<file path="src/design/fsbl_pkg.sv">
package fsbl_pkg;
  // Status register bit positions.
  localparam int STAT_READY = 7;
  localparam int STAT_ERS_SUSP = 6;
  localparam int STAT_ERS_FAIL = 5;
  localparam int STAT_PRG_FAIL = 4;
  localparam int STAT_RSVD3 = 3;
  localparam int STAT_PRG_SUSP = 2;
  localparam int STAT_PROT_VIOL = 1;
  localparam int STAT_RSVD0 = 0;
  // Lock register bit positions.
  localparam int LOCK_WRITE = 0;
  localparam int LOCK_DOWN = 1;
  localparam int LOCK_READ = 2;
  // Block count and the top block index.
  localparam int NUM_BLOCKS = 8;
  localparam int TOP_BLOCK = 7;
  // Values after reset.
  localparam logic [7:0] LOCK_RESET = 8'h01;
  localparam logic [7:0] STAT_RESET = 8'h80;
  // Data that a read-locked block returns.
  localparam logic [7:0] READ_BLANK = 8'h00;
endpackage

</file>
<file path="src/design/fsbl_lock_reg.sv">
`timescale 1ns/1ps
// One block's lock register: write lock, lock-down and read lock.
module fsbl_lock_reg (
  input wire logic clk,
  input wire logic nrst,
  input wire logic wrEn,
  input wire logic [7:0] wrData,
  output logic [7:0] lockValue
);
  logic [2:0] lock_ff;
  logic [2:0] nxt_lock;
  logic downNow;

  // Lock-down freezes all three bits until reset; lock-down is sticky.
  assign downNow = lock_ff[fsbl_pkg::LOCK_DOWN];
  assign nxt_lock = (wrEn && !downNow) ?
      {wrData[fsbl_pkg::LOCK_READ], wrData[fsbl_pkg::LOCK_DOWN], wrData[fsbl_pkg::LOCK_WRITE]}
      : lock_ff;

  // Reset leaves the block write-protected, readable and unlocked.
  always_ff @(posedge clk or negedge nrst) begin
    if (!nrst) begin
      lock_ff <= fsbl_pkg::LOCK_RESET[2:0];
    end else begin
      lock_ff <= nxt_lock;
    end
  end

  // Reserved bits 7 to 3 read as zero.
  assign lockValue = {5'h00, lock_ff};

  a_down_freezes: assert property (@(posedge clk) disable iff (!nrst)
    downNow |=> lock_ff == $past(lock_ff)
  ) else $error("lock changed under lock-down");
  a_down_sticky: assert property (@(posedge clk) disable iff (!nrst)
    downNow |=> downNow
  ) else $error("lock-down cleared without reset");
  a_write_takes: assert property (@(posedge clk) disable iff (!nrst)
    (wrEn && !downNow) |=> lockValue[2:0] == $past(wrData[2:0])
  ) else $error("lock write not taken");
endmodule // fsbl_lock_reg

</file>
<file path="src/design/fsbl_status_lock.sv">
`timescale 1ns/1ps
// Contract
// - Resume clears erase-suspended flag.
// - Erase failure flag set on max pulses.
// - Erase failure sticky until clear or reset.
// - Program failure flag set on max pulses.
// - Program failure sticky until clear or reset.
// - Erase-suspended reads one during suspended-erase program.
// - LPC protection reject sets ready and violation only.
// - Cell failure sets ready and matching flag.
// - Program-suspended flag set when program paused.
// - Resume clears program-suspended flag.
// - Protection violation sticky until clear or reset; the code also clears it while muxMode is high.
// - Mux interface reads violation as zero.
// - Each block has readable writable lock register.
// - Write lock refuses program and erase.
// - Top guard pin low protects top block.
// - Main guard pin low protects main blocks.
// - Reset sets every write lock.
// - Read lock makes array reads return zero.
// - Reset clears every read lock.
// - Lock-down freezes lock register until reset.
// - Clear-status resets bits 1, 3, 4, 5.
// - Ready is zero while controller busy.
// - Lock bits 0,1,2; lock-down not clearable.
module fsbl_status_lock (
  input wire logic clk,
  input wire logic nrst,
  input wire logic muxMode,
  input wire logic topBlockGuardPin,
  input wire logic mainBlockGuardPin,
  input wire logic opStart,
  input wire logic opIsErase,
  input wire logic [2:0] opBlock,
  input wire logic opDone,
  input wire logic opFail,
  input wire logic suspendReq,
  input wire logic pauseReached,
  input wire logic resumeCmd,
  input wire logic clearStatusCmd,
  input wire logic lockWrEn,
  input wire logic [2:0] lockWrBlock,
  input wire logic [7:0] lockWrData,
  input wire logic [2:0] lockRdBlock,
  input wire logic [2:0] arrayRdBlock,
  input wire logic [7:0] arrayRdData,
  output logic [7:0] statusOut,
  output logic [7:0] lockRdData,
  output logic [7:0] arrayDataOut,
  output logic opGranted
);
  ////////////////////////////////////////////////////////////////////////////
  // Lock registers, one per block.
  logic [7:0] lockVal [fsbl_pkg::NUM_BLOCKS];
  logic [fsbl_pkg::NUM_BLOCKS-1:0] wLock;
  logic [fsbl_pkg::NUM_BLOCKS-1:0] rLock;

  // Each block gets its own lock register instance.
  for (genvar b = 0; b < fsbl_pkg::NUM_BLOCKS; b++) begin : gLock
    fsbl_lock_reg uLock (
      .clk(clk),
      .nrst(nrst),
      .wrEn(lockWrEn && (lockWrBlock == 3'(b))),
      .wrData(lockWrData),
      .lockValue(lockVal[b])
    );
    assign wLock[b] = lockVal[b][fsbl_pkg::LOCK_WRITE];
    assign rLock[b] = lockVal[b][fsbl_pkg::LOCK_READ];
  end

  ////////////////////////////////////////////////////////////////////////////
  // Protection decode for the requested block.
  logic isTop;
  logic blockProtected;
  logic opRejected;
  logic opAccepted;
  assign isTop = (opBlock == 3'(fsbl_pkg::TOP_BLOCK));
  // Lock register and guard pins are ORed; either one alone protects the block.
  assign blockProtected = wLock[opBlock]
      || (isTop && !topBlockGuardPin)
      || (!isTop && !mainBlockGuardPin);
  // Status register, declared here because the request decode reads its flags.
  logic [7:0] status_ff;
  // A request while a failure or violation flag is pending is refused and never granted.
  logic flagsPending;
  assign flagsPending = status_ff[fsbl_pkg::STAT_ERS_FAIL] || status_ff[fsbl_pkg::STAT_PRG_FAIL]
      || status_ff[fsbl_pkg::STAT_PROT_VIOL];
  assign opRejected = opStart && blockProtected;
  assign opAccepted = opStart && !blockProtected && !flagsPending;

  ////////////////////////////////////////////////////////////////////////////
  // Controller state machine.
  // Gray codes along idle, busy, suspending, paused, nested; three codes stay unused.
  typedef enum logic [2:0] {
    FSBL_IDLE = 3'b000,
    FSBL_BUSY = 3'b001,
    FSBL_SUSPENDING = 3'b011,
    FSBL_PAUSED = 3'b010,
    FSBL_NESTED = 3'b110
  } fsbl_state_e;
  fsbl_state_e state_ff;
  fsbl_state_e nxtState;
  logic eraseOp_ff;
  logic [7:0] nxtStatus;
  logic nestedDone;

  // Program during erase suspension runs nested; its end returns to the paused erase.
  assign nestedDone = (state_ff == FSBL_NESTED) && opDone;

  // A paused program takes no new work; only a paused erase lets a program in.
  always_comb begin
    nxtState = state_ff;
    unique case (state_ff)
      FSBL_IDLE: begin
        if (opAccepted) nxtState = FSBL_BUSY;
      end
      FSBL_BUSY: begin
        if (opDone) nxtState = FSBL_IDLE;
        else if (suspendReq) nxtState = FSBL_SUSPENDING;
      end
      FSBL_SUSPENDING: begin
        // The operation may finish instead of pausing.
        if (opDone) nxtState = FSBL_IDLE;
        else if (pauseReached) nxtState = FSBL_PAUSED;
      end
      FSBL_PAUSED: begin
        if (resumeCmd) nxtState = FSBL_BUSY;
        else if (eraseOp_ff && opAccepted && !opIsErase) nxtState = FSBL_NESTED;
      end
      FSBL_NESTED: begin
        if (opDone) nxtState = FSBL_PAUSED;
      end
      default: nxtState = FSBL_IDLE;
    endcase
  end

  ////////////////////////////////////////////////////////////////////////////
  // Status next value.
  always_comb begin
    nxtStatus = status_ff;
    // Clear-status resets bits 1, 3, 4 and 5; a same-cycle set below wins.
    if (clearStatusCmd) begin
      nxtStatus[fsbl_pkg::STAT_PROT_VIOL] = 1'b0;
      nxtStatus[fsbl_pkg::STAT_RSVD3] = 1'b0;
      nxtStatus[fsbl_pkg::STAT_PRG_FAIL] = 1'b0;
      nxtStatus[fsbl_pkg::STAT_ERS_FAIL] = 1'b0;
    end
    // Ready only when idle or paused.
    nxtStatus[fsbl_pkg::STAT_READY] = (nxtState == FSBL_IDLE) || (nxtState == FSBL_PAUSED);
    // Suspend flags follow the paused/nested state; resume drops them.
    nxtStatus[fsbl_pkg::STAT_ERS_SUSP] = eraseOp_ff &&
        ((nxtState == FSBL_PAUSED) || (nxtState == FSBL_NESTED));
    nxtStatus[fsbl_pkg::STAT_PRG_SUSP] = !eraseOp_ff && (nxtState == FSBL_PAUSED);
    // Cell failure sets only the matching flag; sticky until clear.
    if (opDone && opFail && (state_ff != FSBL_IDLE) && (state_ff != FSBL_PAUSED)) begin
      if (eraseOp_ff && !nestedDone) nxtStatus[fsbl_pkg::STAT_ERS_FAIL] = 1'b1;
      else nxtStatus[fsbl_pkg::STAT_PRG_FAIL] = 1'b1;
    end
    // Protection reject on LPC sets violation; mux mode never shows it.
    if (opRejected && !muxMode) nxtStatus[fsbl_pkg::STAT_PROT_VIOL] = 1'b1;
    if (muxMode) nxtStatus[fsbl_pkg::STAT_PROT_VIOL] = 1'b0;
    // Bit 0 is reserved and reads zero; bit 3 is never set, so it reads zero too.
    nxtStatus[fsbl_pkg::STAT_RSVD0] = 1'b0;
  end

  // State, operation type and status registers.
  always_ff @(posedge clk or negedge nrst) begin
    if (!nrst) begin
      state_ff <= FSBL_IDLE;
      eraseOp_ff <= 1'b0;
      status_ff <= fsbl_pkg::STAT_RESET;
    end else begin
      state_ff <= nxtState;
      status_ff <= nxtStatus;
      if (state_ff == FSBL_IDLE && opAccepted) eraseOp_ff <= opIsErase;
    end
  end

  ////////////////////////////////////////////////////////////////////////////
  // Registered read paths and grant pulse.
  logic [7:0] nxtArray;
  logic opTaken;
  // Grant only a real launch: from idle, or a program nested into a paused erase.
  // A request that meets a resume or the end of running work is not granted.
  assign opTaken = opAccepted && (((state_ff == FSBL_IDLE) && (nxtState == FSBL_BUSY))
      || ((state_ff == FSBL_PAUSED) && (nxtState == FSBL_NESTED)));
  // A read-locked block returns zero instead of its data.
  assign nxtArray = rLock[arrayRdBlock] ? fsbl_pkg::READ_BLANK : arrayRdData;

  always_ff @(posedge clk or negedge nrst) begin
    if (!nrst) begin
      lockRdData <= 8'h00;
      arrayDataOut <= 8'h00;
      opGranted <= 1'b0;
    end else begin
      lockRdData <= lockVal[lockRdBlock];
      arrayDataOut <= nxtArray;
      opGranted <= opTaken;
    end
  end

  assign statusOut = status_ff;

  ////////////////////////////////////////////////////////////////////////////
  // Checks.
  // Suspend and resume flags follow the controller state.
  a_resume_clears: assert property (@(posedge clk) disable iff (!nrst)
    (state_ff == FSBL_PAUSED && resumeCmd) |=> !statusOut[6] && !statusOut[2]
  ) else $error("suspend flag survived resume");
  a_nested_susp: assert property (@(posedge clk) disable iff (!nrst)
    (state_ff == FSBL_NESTED) |-> statusOut[6] && !statusOut[7]
  ) else $error("nested program without erase suspend flag");
  a_plain_prog: assert property (@(posedge clk) disable iff (!nrst)
    (state_ff == FSBL_BUSY && !eraseOp_ff) |-> !statusOut[6]
  ) else $error("erase suspend flag during plain program");
  a_prog_paused: assert property (@(posedge clk) disable iff (!nrst)
    (state_ff == FSBL_PAUSED && !eraseOp_ff) |-> statusOut[2] && statusOut[7]
  ) else $error("paused program not flagged");
  a_prog_resume: assert property (@(posedge clk) disable iff (!nrst)
    (state_ff == FSBL_PAUSED && !eraseOp_ff && resumeCmd) |=> !statusOut[2]
  ) else $error("program suspend flag survived resume");

  // Failure flags: set by the matching operation, kept until a clear.
  // Busy or winding down to a pause; a failure here belongs to the running operation.
  logic runState;
  assign runState = (state_ff == FSBL_BUSY) || (state_ff == FSBL_SUSPENDING);
  a_erase_fail_set: assert property (@(posedge clk) disable iff (!nrst)
    (opDone && opFail && eraseOp_ff && runState) |=> statusOut[5]
  ) else $error("erase failure not flagged");
  a_prog_fail_set: assert property (@(posedge clk) disable iff (!nrst)
    (opDone && opFail && ((!eraseOp_ff && runState) || nestedDone)) |=> statusOut[4]
  ) else $error("program failure not flagged");
  a_fail_matching: assert property (@(posedge clk) disable iff (!nrst)
    (opDone && opFail && !eraseOp_ff && runState && !statusOut[5]) |=> statusOut[7:5] == 3'h4
  ) else $error("cell failure set the wrong flags");
  a_fail_sticky: assert property (@(posedge clk) disable iff (!nrst)
    (statusOut[5] && !clearStatusCmd) |=> statusOut[5]
  ) else $error("erase fail lost");
  a_pfail_sticky: assert property (@(posedge clk) disable iff (!nrst)
    (statusOut[4] && !clearStatusCmd) |=> statusOut[4]
  ) else $error("program fail lost");

  // Protection: lock bits and guard pins refuse work, the violation flag reports it.
  a_prot_sets: assert property (@(posedge clk) disable iff (!nrst)
    (opRejected && !muxMode) |=> statusOut[1] && !opGranted
  ) else $error("no violation");
  a_reject_flags: assert property (@(posedge clk) disable iff (!nrst)
    (opRejected && !muxMode && state_ff == FSBL_IDLE && !flagsPending) |=> statusOut[7:4] == 4'h8
  ) else $error("protection reject touched other flags");
  a_prot_sticky: assert property (@(posedge clk) disable iff (!nrst)
    (statusOut[1] && !clearStatusCmd && !muxMode) |=> statusOut[1]
  ) else $error("violation flag lost");
  a_mux_noviol: assert property (@(posedge clk) disable iff (!nrst)
    muxMode |=> !statusOut[1]
  ) else $error("violation in mux mode");
  a_write_lock: assert property (@(posedge clk) disable iff (!nrst)
    (opStart && wLock[opBlock]) |=> !opGranted
  ) else $error("write-locked block granted");
  a_open_grant: assert property (@(posedge clk) disable iff (!nrst)
    (opStart && !blockProtected && !flagsPending && state_ff == FSBL_IDLE) |=> opGranted
  ) else $error("open block not granted");
  a_pending_nogrant: assert property (@(posedge clk) disable iff (!nrst)
    (opStart && flagsPending) |=> !opGranted
  ) else $error("granted with a failure flag pending");
  a_top_guard: assert property (@(posedge clk) disable iff (!nrst)
    (opStart && isTop && !topBlockGuardPin) |=> !opGranted
  ) else $error("top guard");
  a_main_guard: assert property (@(posedge clk) disable iff (!nrst)
    (opStart && !isTop && !mainBlockGuardPin) |=> !opGranted
  ) else $error("main guard");

  // Read path, readiness and clear-status.
  a_read_blank: assert property (@(posedge clk) disable iff (!nrst)
    rLock[arrayRdBlock] |=> arrayDataOut == 8'h00
  ) else $error("read lock leak");
  a_read_open: assert property (@(posedge clk) disable iff (!nrst)
    !rLock[arrayRdBlock] |=> arrayDataOut == $past(arrayRdData)
  ) else $error("open block read wrong");
  a_busy_ready: assert property (@(posedge clk) disable iff (!nrst)
    (state_ff == FSBL_BUSY) |-> !statusOut[7]
  ) else $error("ready while busy");
  a_susp_notready: assert property (@(posedge clk) disable iff (!nrst)
    (state_ff == FSBL_SUSPENDING) |-> !statusOut[7]
  ) else $error("ready before the pause");
  a_idle_ready: assert property (@(posedge clk) disable iff (!nrst)
    (state_ff == FSBL_IDLE || state_ff == FSBL_PAUSED) |-> statusOut[7]
  ) else $error("not ready while idle or paused");
  a_granted_busy: assert property (@(posedge clk) disable iff (!nrst)
    opGranted |-> !statusOut[7]
  ) else $error("ready on grant");
  a_clear_bits: assert property (@(posedge clk) disable iff (!nrst)
    (clearStatusCmd && !opDone && !opRejected) |=> statusOut[5:3] == 3'h0 && !statusOut[1]
  ) else $error("clear status missed");

  // Main scenarios reached by the bench.
  c_erase_done: cover property (@(posedge clk) disable iff (!nrst)
    state_ff == FSBL_BUSY && eraseOp_ff ##1 state_ff == FSBL_IDLE);
  c_nested: cover property (@(posedge clk) disable iff (!nrst) state_ff == FSBL_NESTED);
  c_reject: cover property (@(posedge clk) disable iff (!nrst) opRejected);
  c_prog_paused: cover property (@(posedge clk) disable iff (!nrst)
    state_ff == FSBL_PAUSED && !eraseOp_ff);
endmodule // fsbl_status_lock

</file>
<file path="config.mk">
export PLATFORM = sky130hd
export DESIGN_NAME = fsbl_status_lock
export DESIGN_NICKNAME = d
export VERILOG_FILES = /design/src/design/fsbl_pkg.sv /design/src/design/fsbl_lock_reg.sv /design/src/design/fsbl_status_lock.sv
export SDC_FILE = /design/constraint.sdc
export NUM_CORES = 1
export LEC_CHECK = 0
export BUFFER_PORTS_ARGS = -buffer_cell sky130_fd_sc_hd__buf_2
export CAP_MARGIN = 20
export CORE_UTILIZATION = 45
export DETAILED_ROUTE_END_ITERATION = 12
export PLACE_DENSITY_LB_ADDON = 0.12
export SYNTH_ARGS = -nofsm -noshare
export SYNTH_HDL_FRONTEND = slang
export SYNTH_SLANG_ARGS = --single-unit
</file>
<file path="constraint.sdc">
create_clock -name clk -period 3.25 [get_ports clk]
set_input_delay 0 -clock clk [delete_from_list [all_inputs] [get_ports clk]]
set_output_delay 0 -clock clk [all_outputs]
set_load 0.01 [all_outputs]
</file>
# --- After elaboration in Yosys (flattened, before gate mapping) ---
# Index checks and enable logic that the tools add are counted.
classes:
  magnitude_cmp: 3
  n_bitwise: 1
  n_eq_ne: 16
  reduce_logical: 64
  n_mux: 24
op_table:
  columns: ["operator", "count"]
  rows:
  - ["logical AND 1 bit", 35]
  - ["2-to-1 mux 3 bit", 9]
  - ["binary-select mux 8 bit (select 3 bit)", 1]
  - ["2-to-1 mux 8 bit", 3]
  - ["== test 3 bit, second input constant", 7]
  - ["logical NOT 1 bit", 17]
  - ["== test 3 x 2 -> 1 bit, second input constant", 5]
  - ["one-hot mux 3 bit (5 select lines)", 1]
  - ["== test 3 x 1 -> 1 bit, second input constant", 3]
  - ["logical NOT 3 bit", 3]
  - ["< comparator 3 x 4 -> 1 bit, second input constant", 2]
  - ["logical OR 1 bit", 7]
  - ["2-to-1 mux 1 bit", 7]
  - ["binary-select mux 1 bit (select 3 bit)", 2]
  - ["nonzero test 3 bit", 2]
  - [">= comparator 4 bit, second input constant", 1]
  - ["NOT 3 -> 4 bit", 1]
  - ["!= test 3 x 2 -> 1 bit, second input constant", 1]
  - ["2-to-1 mux 2 bit", 1]
word_totals:
  output_inout_bits: 25
  regBits: 51
  input_bits: 42
  elab_cells: 123

# --- Depth between registers and ports, before layout ---
depth:
  depth_word: 16
  depth_mapped: 5
  depth_no_buf: 4

# --- Modules after synthesis ---
# Synthesis repeated with hierarchy kept, for this count alone.
hier_totals:
  cells_unflattened: 234
  area_unflattened_um2: 3014.1
by_module_without_submodules:
  columns: ["module", "n_inst", "area_each_um2", "cells_each", "seq_area_each_um2"]
  rows:
  - ["fsbl_status_lock", 1, 1652.8, 130, 676.9]
  - ["fsbl_lock_reg", 8, 170.2, 13, 76.3]

# --- Worst setup path after synthesis ---
# Ideal clock, no wire load.
synth_path:
  kind: "flip-flop to flip-flop"
  startpoint: "register gLock[3].uLock.lock_ff[0]"
  endpoint: "register eraseOp_ff"
  setup_time_ns: 0.128
  stages_incl_launch_ff: 5
  arrival_time_ns: 1.506
  n_path_buf: 0
  required_ns: 3.122
  slack_ns: 1.616
  synth_period_minus_slack_ns: 1.634
  path_cell_list: "dfstp_2 -> mux4_2 -> nor3b_2 -> o311ai_1 -> mux2_1"
synth_via:
  elab_chain_len: 8
synth_rtl:
  columns: ["item", "line_no", "rtl"]
  rows:
  - ["start: declaration", "fsbl_lock_reg.sv:10", "logic [2:0] lock_ff;"]
  - ["start signal: assignment", "fsbl_lock_reg.sv:23", "lock_ff <= fsbl_pkg::LOCK_RESET[2:0];"]
  - ["start signal: assignment", "fsbl_lock_reg.sv:25", "lock_ff <= nxt_lock;"]
  - ["binary-select mux 1 bit (select 3 bit)", "fsbl_status_lock.sv:79", "assign blockProtected = wLock[opBlock]"]
  - ["2-to-1 mux 1 bit (not written as such)", "fsbl_status_lock.sv:79", null]
  - ["logical OR 1 bit", "fsbl_status_lock.sv:80", "|| (isTop && !topBlockGuardPin)"]
  - ["logical OR 1 bit", "fsbl_status_lock.sv:81", "|| (!isTop && !mainBlockGuardPin);"]
  - ["logical NOT 1 bit", "fsbl_status_lock.sv:89", "assign opAccepted = opStart && !blockProtected && !flagsPending;"]
  - ["logical AND 1 bit (2 in series)", "fsbl_status_lock.sv:89", null]
  - ["logical AND 1 bit", "fsbl_status_lock.sv:175", "if (state_ff == FSBL_IDLE && opAccepted) eraseOp_ff <= opIsErase;"]
  - ["end signal: assignment", "fsbl_status_lock.sv:175", null]
  - ["end: declaration", "fsbl_status_lock.sv:103", "logic eraseOp_ff;"]
# Every way passes these cells. The select of a mux whose other input is x is not followed.
# A chain may end at the register's enable or synchronous reset.

# --- Worst setup path in the final report ---
# Ends and elaborated chain as after synthesis.

==> run metrics <==
share of cells above drive strength 1=a little over two fifths; clk buf depth=2; worst-path fanout max=4; Placement Setup Slack=~1.5 ns; Slew @ Worst Pin=about 0.64 ns; Core Util, Final=61.6%; Die Ht=71.5 µm; Post-DRT Antenna Nets=0; DRT Pass-1 Iters=4; status=completed; Combinational Power Share=approximately 25%; FMAX=approximately 580 MHz; synthesized flop and latch total=46; relative slew slack=~57%; CTS Root Cell=clkbuf_8; Power Density=between 500 and 600 nW/µm²; count of final hold-check violations=0; Slew Viols, Final=0; worst endpoint required time=around 3.4 ns; Site Rows=24; clock skew=between 0.004 and 0.005 ns; CTS tree=built; Startpoint Class=flop; clk slew on worst S/H paths=approximately 0.080 ns; GPL Wtd Cong=0.854; I/O pin count=67; First DRT Iteration DRCs=between 50 and 60; Switching Power=approximately 460 µW; initial cell density of the core=48.3%; global-route wire length before repair=7.58 mm; WL/cell=between 15 and 20 µm; synthesized cell area=between 2000 and 2500 µm²; sw frac=between 20% and 30%; Worst-Skew Late Latency=0.29 ns; largest net degree at the start of global routing=47; mean post-synth cell area=around 13 µm²; postcts setup bufs=0; total negative slack=0 ns; DRC viols=0; die area=5120 µm²; post-synthesis sequential area ratio=between 50 and 60%; CTS buffer count=5; cts repair resizes=0; clk sink count=between 40 and 50; Syn-to-layout area delta=27.4%; Max Cap Violations=0; Cells after Synth=between 150 and 200; RSZ-0062 raised after global routing=no; critical path class=flop to flop; core area=between 4000 and 5000 µm²; IO buf count=54; Die W=around 70 µm; nets=around 290; WP data arrival=between 1.5 and 2 ns; P_leak=roughly 0.0012 µW; internal power=approximately 1200 µW; Vias=1636; Ant. Diodes=0; GRT Total Usage=approximately a fifth; H-tree depth=2; final WL=about 4.6 mm; Netlist cell types=40; Via density=between 5 and 6; final setup vio count=0; Clk pwr share=about a quarter; YS warnings=0; worst vdd ir=around 0.00033 V; initial antenna violation count=0; GRT overflow=0; Final HPWL DP=approximately 3.3 mm; min cycle time layout=about 1.7 ns; Worst Slack Setup Final=1.52 ns; Hold Crit Class=input pin to flop; Worst setup EP type=flop; vias in the first global route=~1600; Sequential Power Share=between 40% and 50%; final critical-path share of the clock period=around 53%
==> final timing paths <==
check | startpoint | endpoint | slack [ns] | cells past startpoint
worst min register to register | gLock[5].uLock.lock_ff[1] | gLock[5].uLock.lock_ff[1] | 0.51 | 1
worst max register to register | gLock[3].uLock.lock_ff[0] | eraseOp_ff | 1.52 | 4
worst max-delay path | gLock[3].uLock.lock_ff[0] | eraseOp_ff | 1.52 | 4
min in group asynchronous | nrst | state_ff[1] | 0.11 | 2
worst min-delay path | suspendReq | state_ff[1] | 0.02 | 3
max in group asynchronous | nrst | gLock[5].uLock.lock_ff[0] | 2.60 | 3
==> cell type report <==
| class | instances | area (µm²) |
|---|---|---|
| fill | 387 | 1730 |
| sequential | 46 | 1160 |
| multi-input combinational | 113 | 952 |
| timing repair buffer | 72 | 460 |
| clock buffer | 6 | 72.6 |
| tap | 52 | 65.1 |
| clock inverter | 2 | 37.5 |
| inverter | 6 | 22.5 |
==> synthesized netlist by cell type <==
cell / number / area [µm²]
dfstp_2: 9 / 236
o31ai_1: 3 / 22.5
nor4b_1: 1 / 8.76
a32oi_1: 1 / 8.76
a311oi_1: 1 / 8.76
nor2_1: 6 / 22.5
or3b_1: 1 / 8.76
conb_1: 1 / 3.75
mux2i_1: 1 / 10.0
mux4_2: 9 / 203
inv_1: 6 / 22.5
o21bai_1: 6 / 45.0
nor3b_2: 1 / 12.5
or3b_2: 1 / 8.76
nand4_1: 1 / 6.26
o22ai_1: 3 / 18.8
dfrtp_1: 37 / 926
or3_1: 2 / 12.5
nand3b_1: 2 / 15.0
mux2_1: 1 / 11.3
nor3_1: 9 / 45.0
buf_2: 1 / 5.00
nand3_1: 2 / 10.0
o21ai_1: 1 / 5.00
nor2b_1: 2 / 12.5
o311ai_1: 1 / 8.76
nor4_1: 2 / 12.5
buf_4: 7 / 52.6
and2_1: 8 / 50.1
a21oi_1: 2 / 10.0
o21ba_1: 1 / 10.0
o2bb2ai_1: 1 / 8.76
nand2_1: 8 / 30.0
clkbuf_1: 1 / 3.75
o211ai_1: 2 / 15.0
nand2b_1: 4 / 25.0
a31oi_1: 1 / 6.26
mux2_2: 20 / 225
o21ai_0: 1 / 5.00
nor4b_4: 1 / 23.8
==> stage by stage <==
step                      power [µW]  instance area (µm²)  cells  hold WS (ns)
after floorplan                 1070                 2200    174        -0.296
after global placement          1200                 2470    271         0.201
after detailed placement        1210                 2470    271         0.212
after CTS                       1650                 2740    295       0.00804
after global routing            1730                 2770    297        0.0286
final                           1640                 2770    297        0.0158
==> critical path, cell delays in order, from the launching register on <==
cell and delay, ns:
dfstp_2 0.38, mux4_2 0.47, nor3b_2 0.26, o311ai_1 0.18, mux2_1 0.33
==> registers in the layout, indices dropped and copies added, names as in the netlist <==
name,flops
statusOut,6
eraseOp_ff,1
gLock.uLock.lock_ff,24
state_ff,3
arrayDataOut,8
lockRdData,3
opGranted,1
==> cell families (layout without fill, tap and decap cells) <==
kind of cell,after synthesis,after routing,share of synthesized area [%]
compound gates,24,24,7.94
buf+inv,15,86,3.85
flops,46,46,53.4
mux,31,31,20.6
other cells,1,7,0.172
simple gates,51,51,14.0
==> layer usage <==
metal	GRT usage [%]	routed length, µm	vias up
li1	-	-	759
met1	23.3	1930	823
met2	35.1	2410	45
met3	4.36	173	9
met4	6.10	71	0
met5	0	0	-
==> power groups by stage <==
stage	clock [µW]	sequential [µW]	combinational (µW)
floorplan	0	824	243
global placement	0	816	380
detailed placement	0	823	388
CTS	430	814	403
global route	452	837	441
finish	418	815	402
==> cells in the final DEF (no fill, tap or decap), drive strengths merged, types with 3 or more instances in the layout <==
| cell | synthesis | layout |
|---|---|---|
| nand2b | 4 | 4 |
| conb | 1 | 7 |
| mux2 | 21 | 21 |
| o21bai | 6 | 6 |
| o22ai | 3 | 3 |
| nor3 | 9 | 9 |
| and2 | 8 | 8 |
| inv | 6 | 6 |
| buf | 8 | 55 |
| dfstp | 9 | 9 |
| o31ai | 3 | 3 |
| nand2 | 8 | 8 |
| nor2 | 6 | 6 |
| dfrtp | 37 | 37 |
| mux4 | 9 | 9 |
| clkbuf | 1 | 6 |
| dlygate4sd3 | 0 | 17 |
==> what timing repair did <==
item / 4_1_cts / 5_1_grt
endpoints found under the setup margin: 0 / 0
hold endpoints to repair: 52 / 1
hold buffers: 16 / 1
No activity file was read; power rests on OpenSTA's default activity.
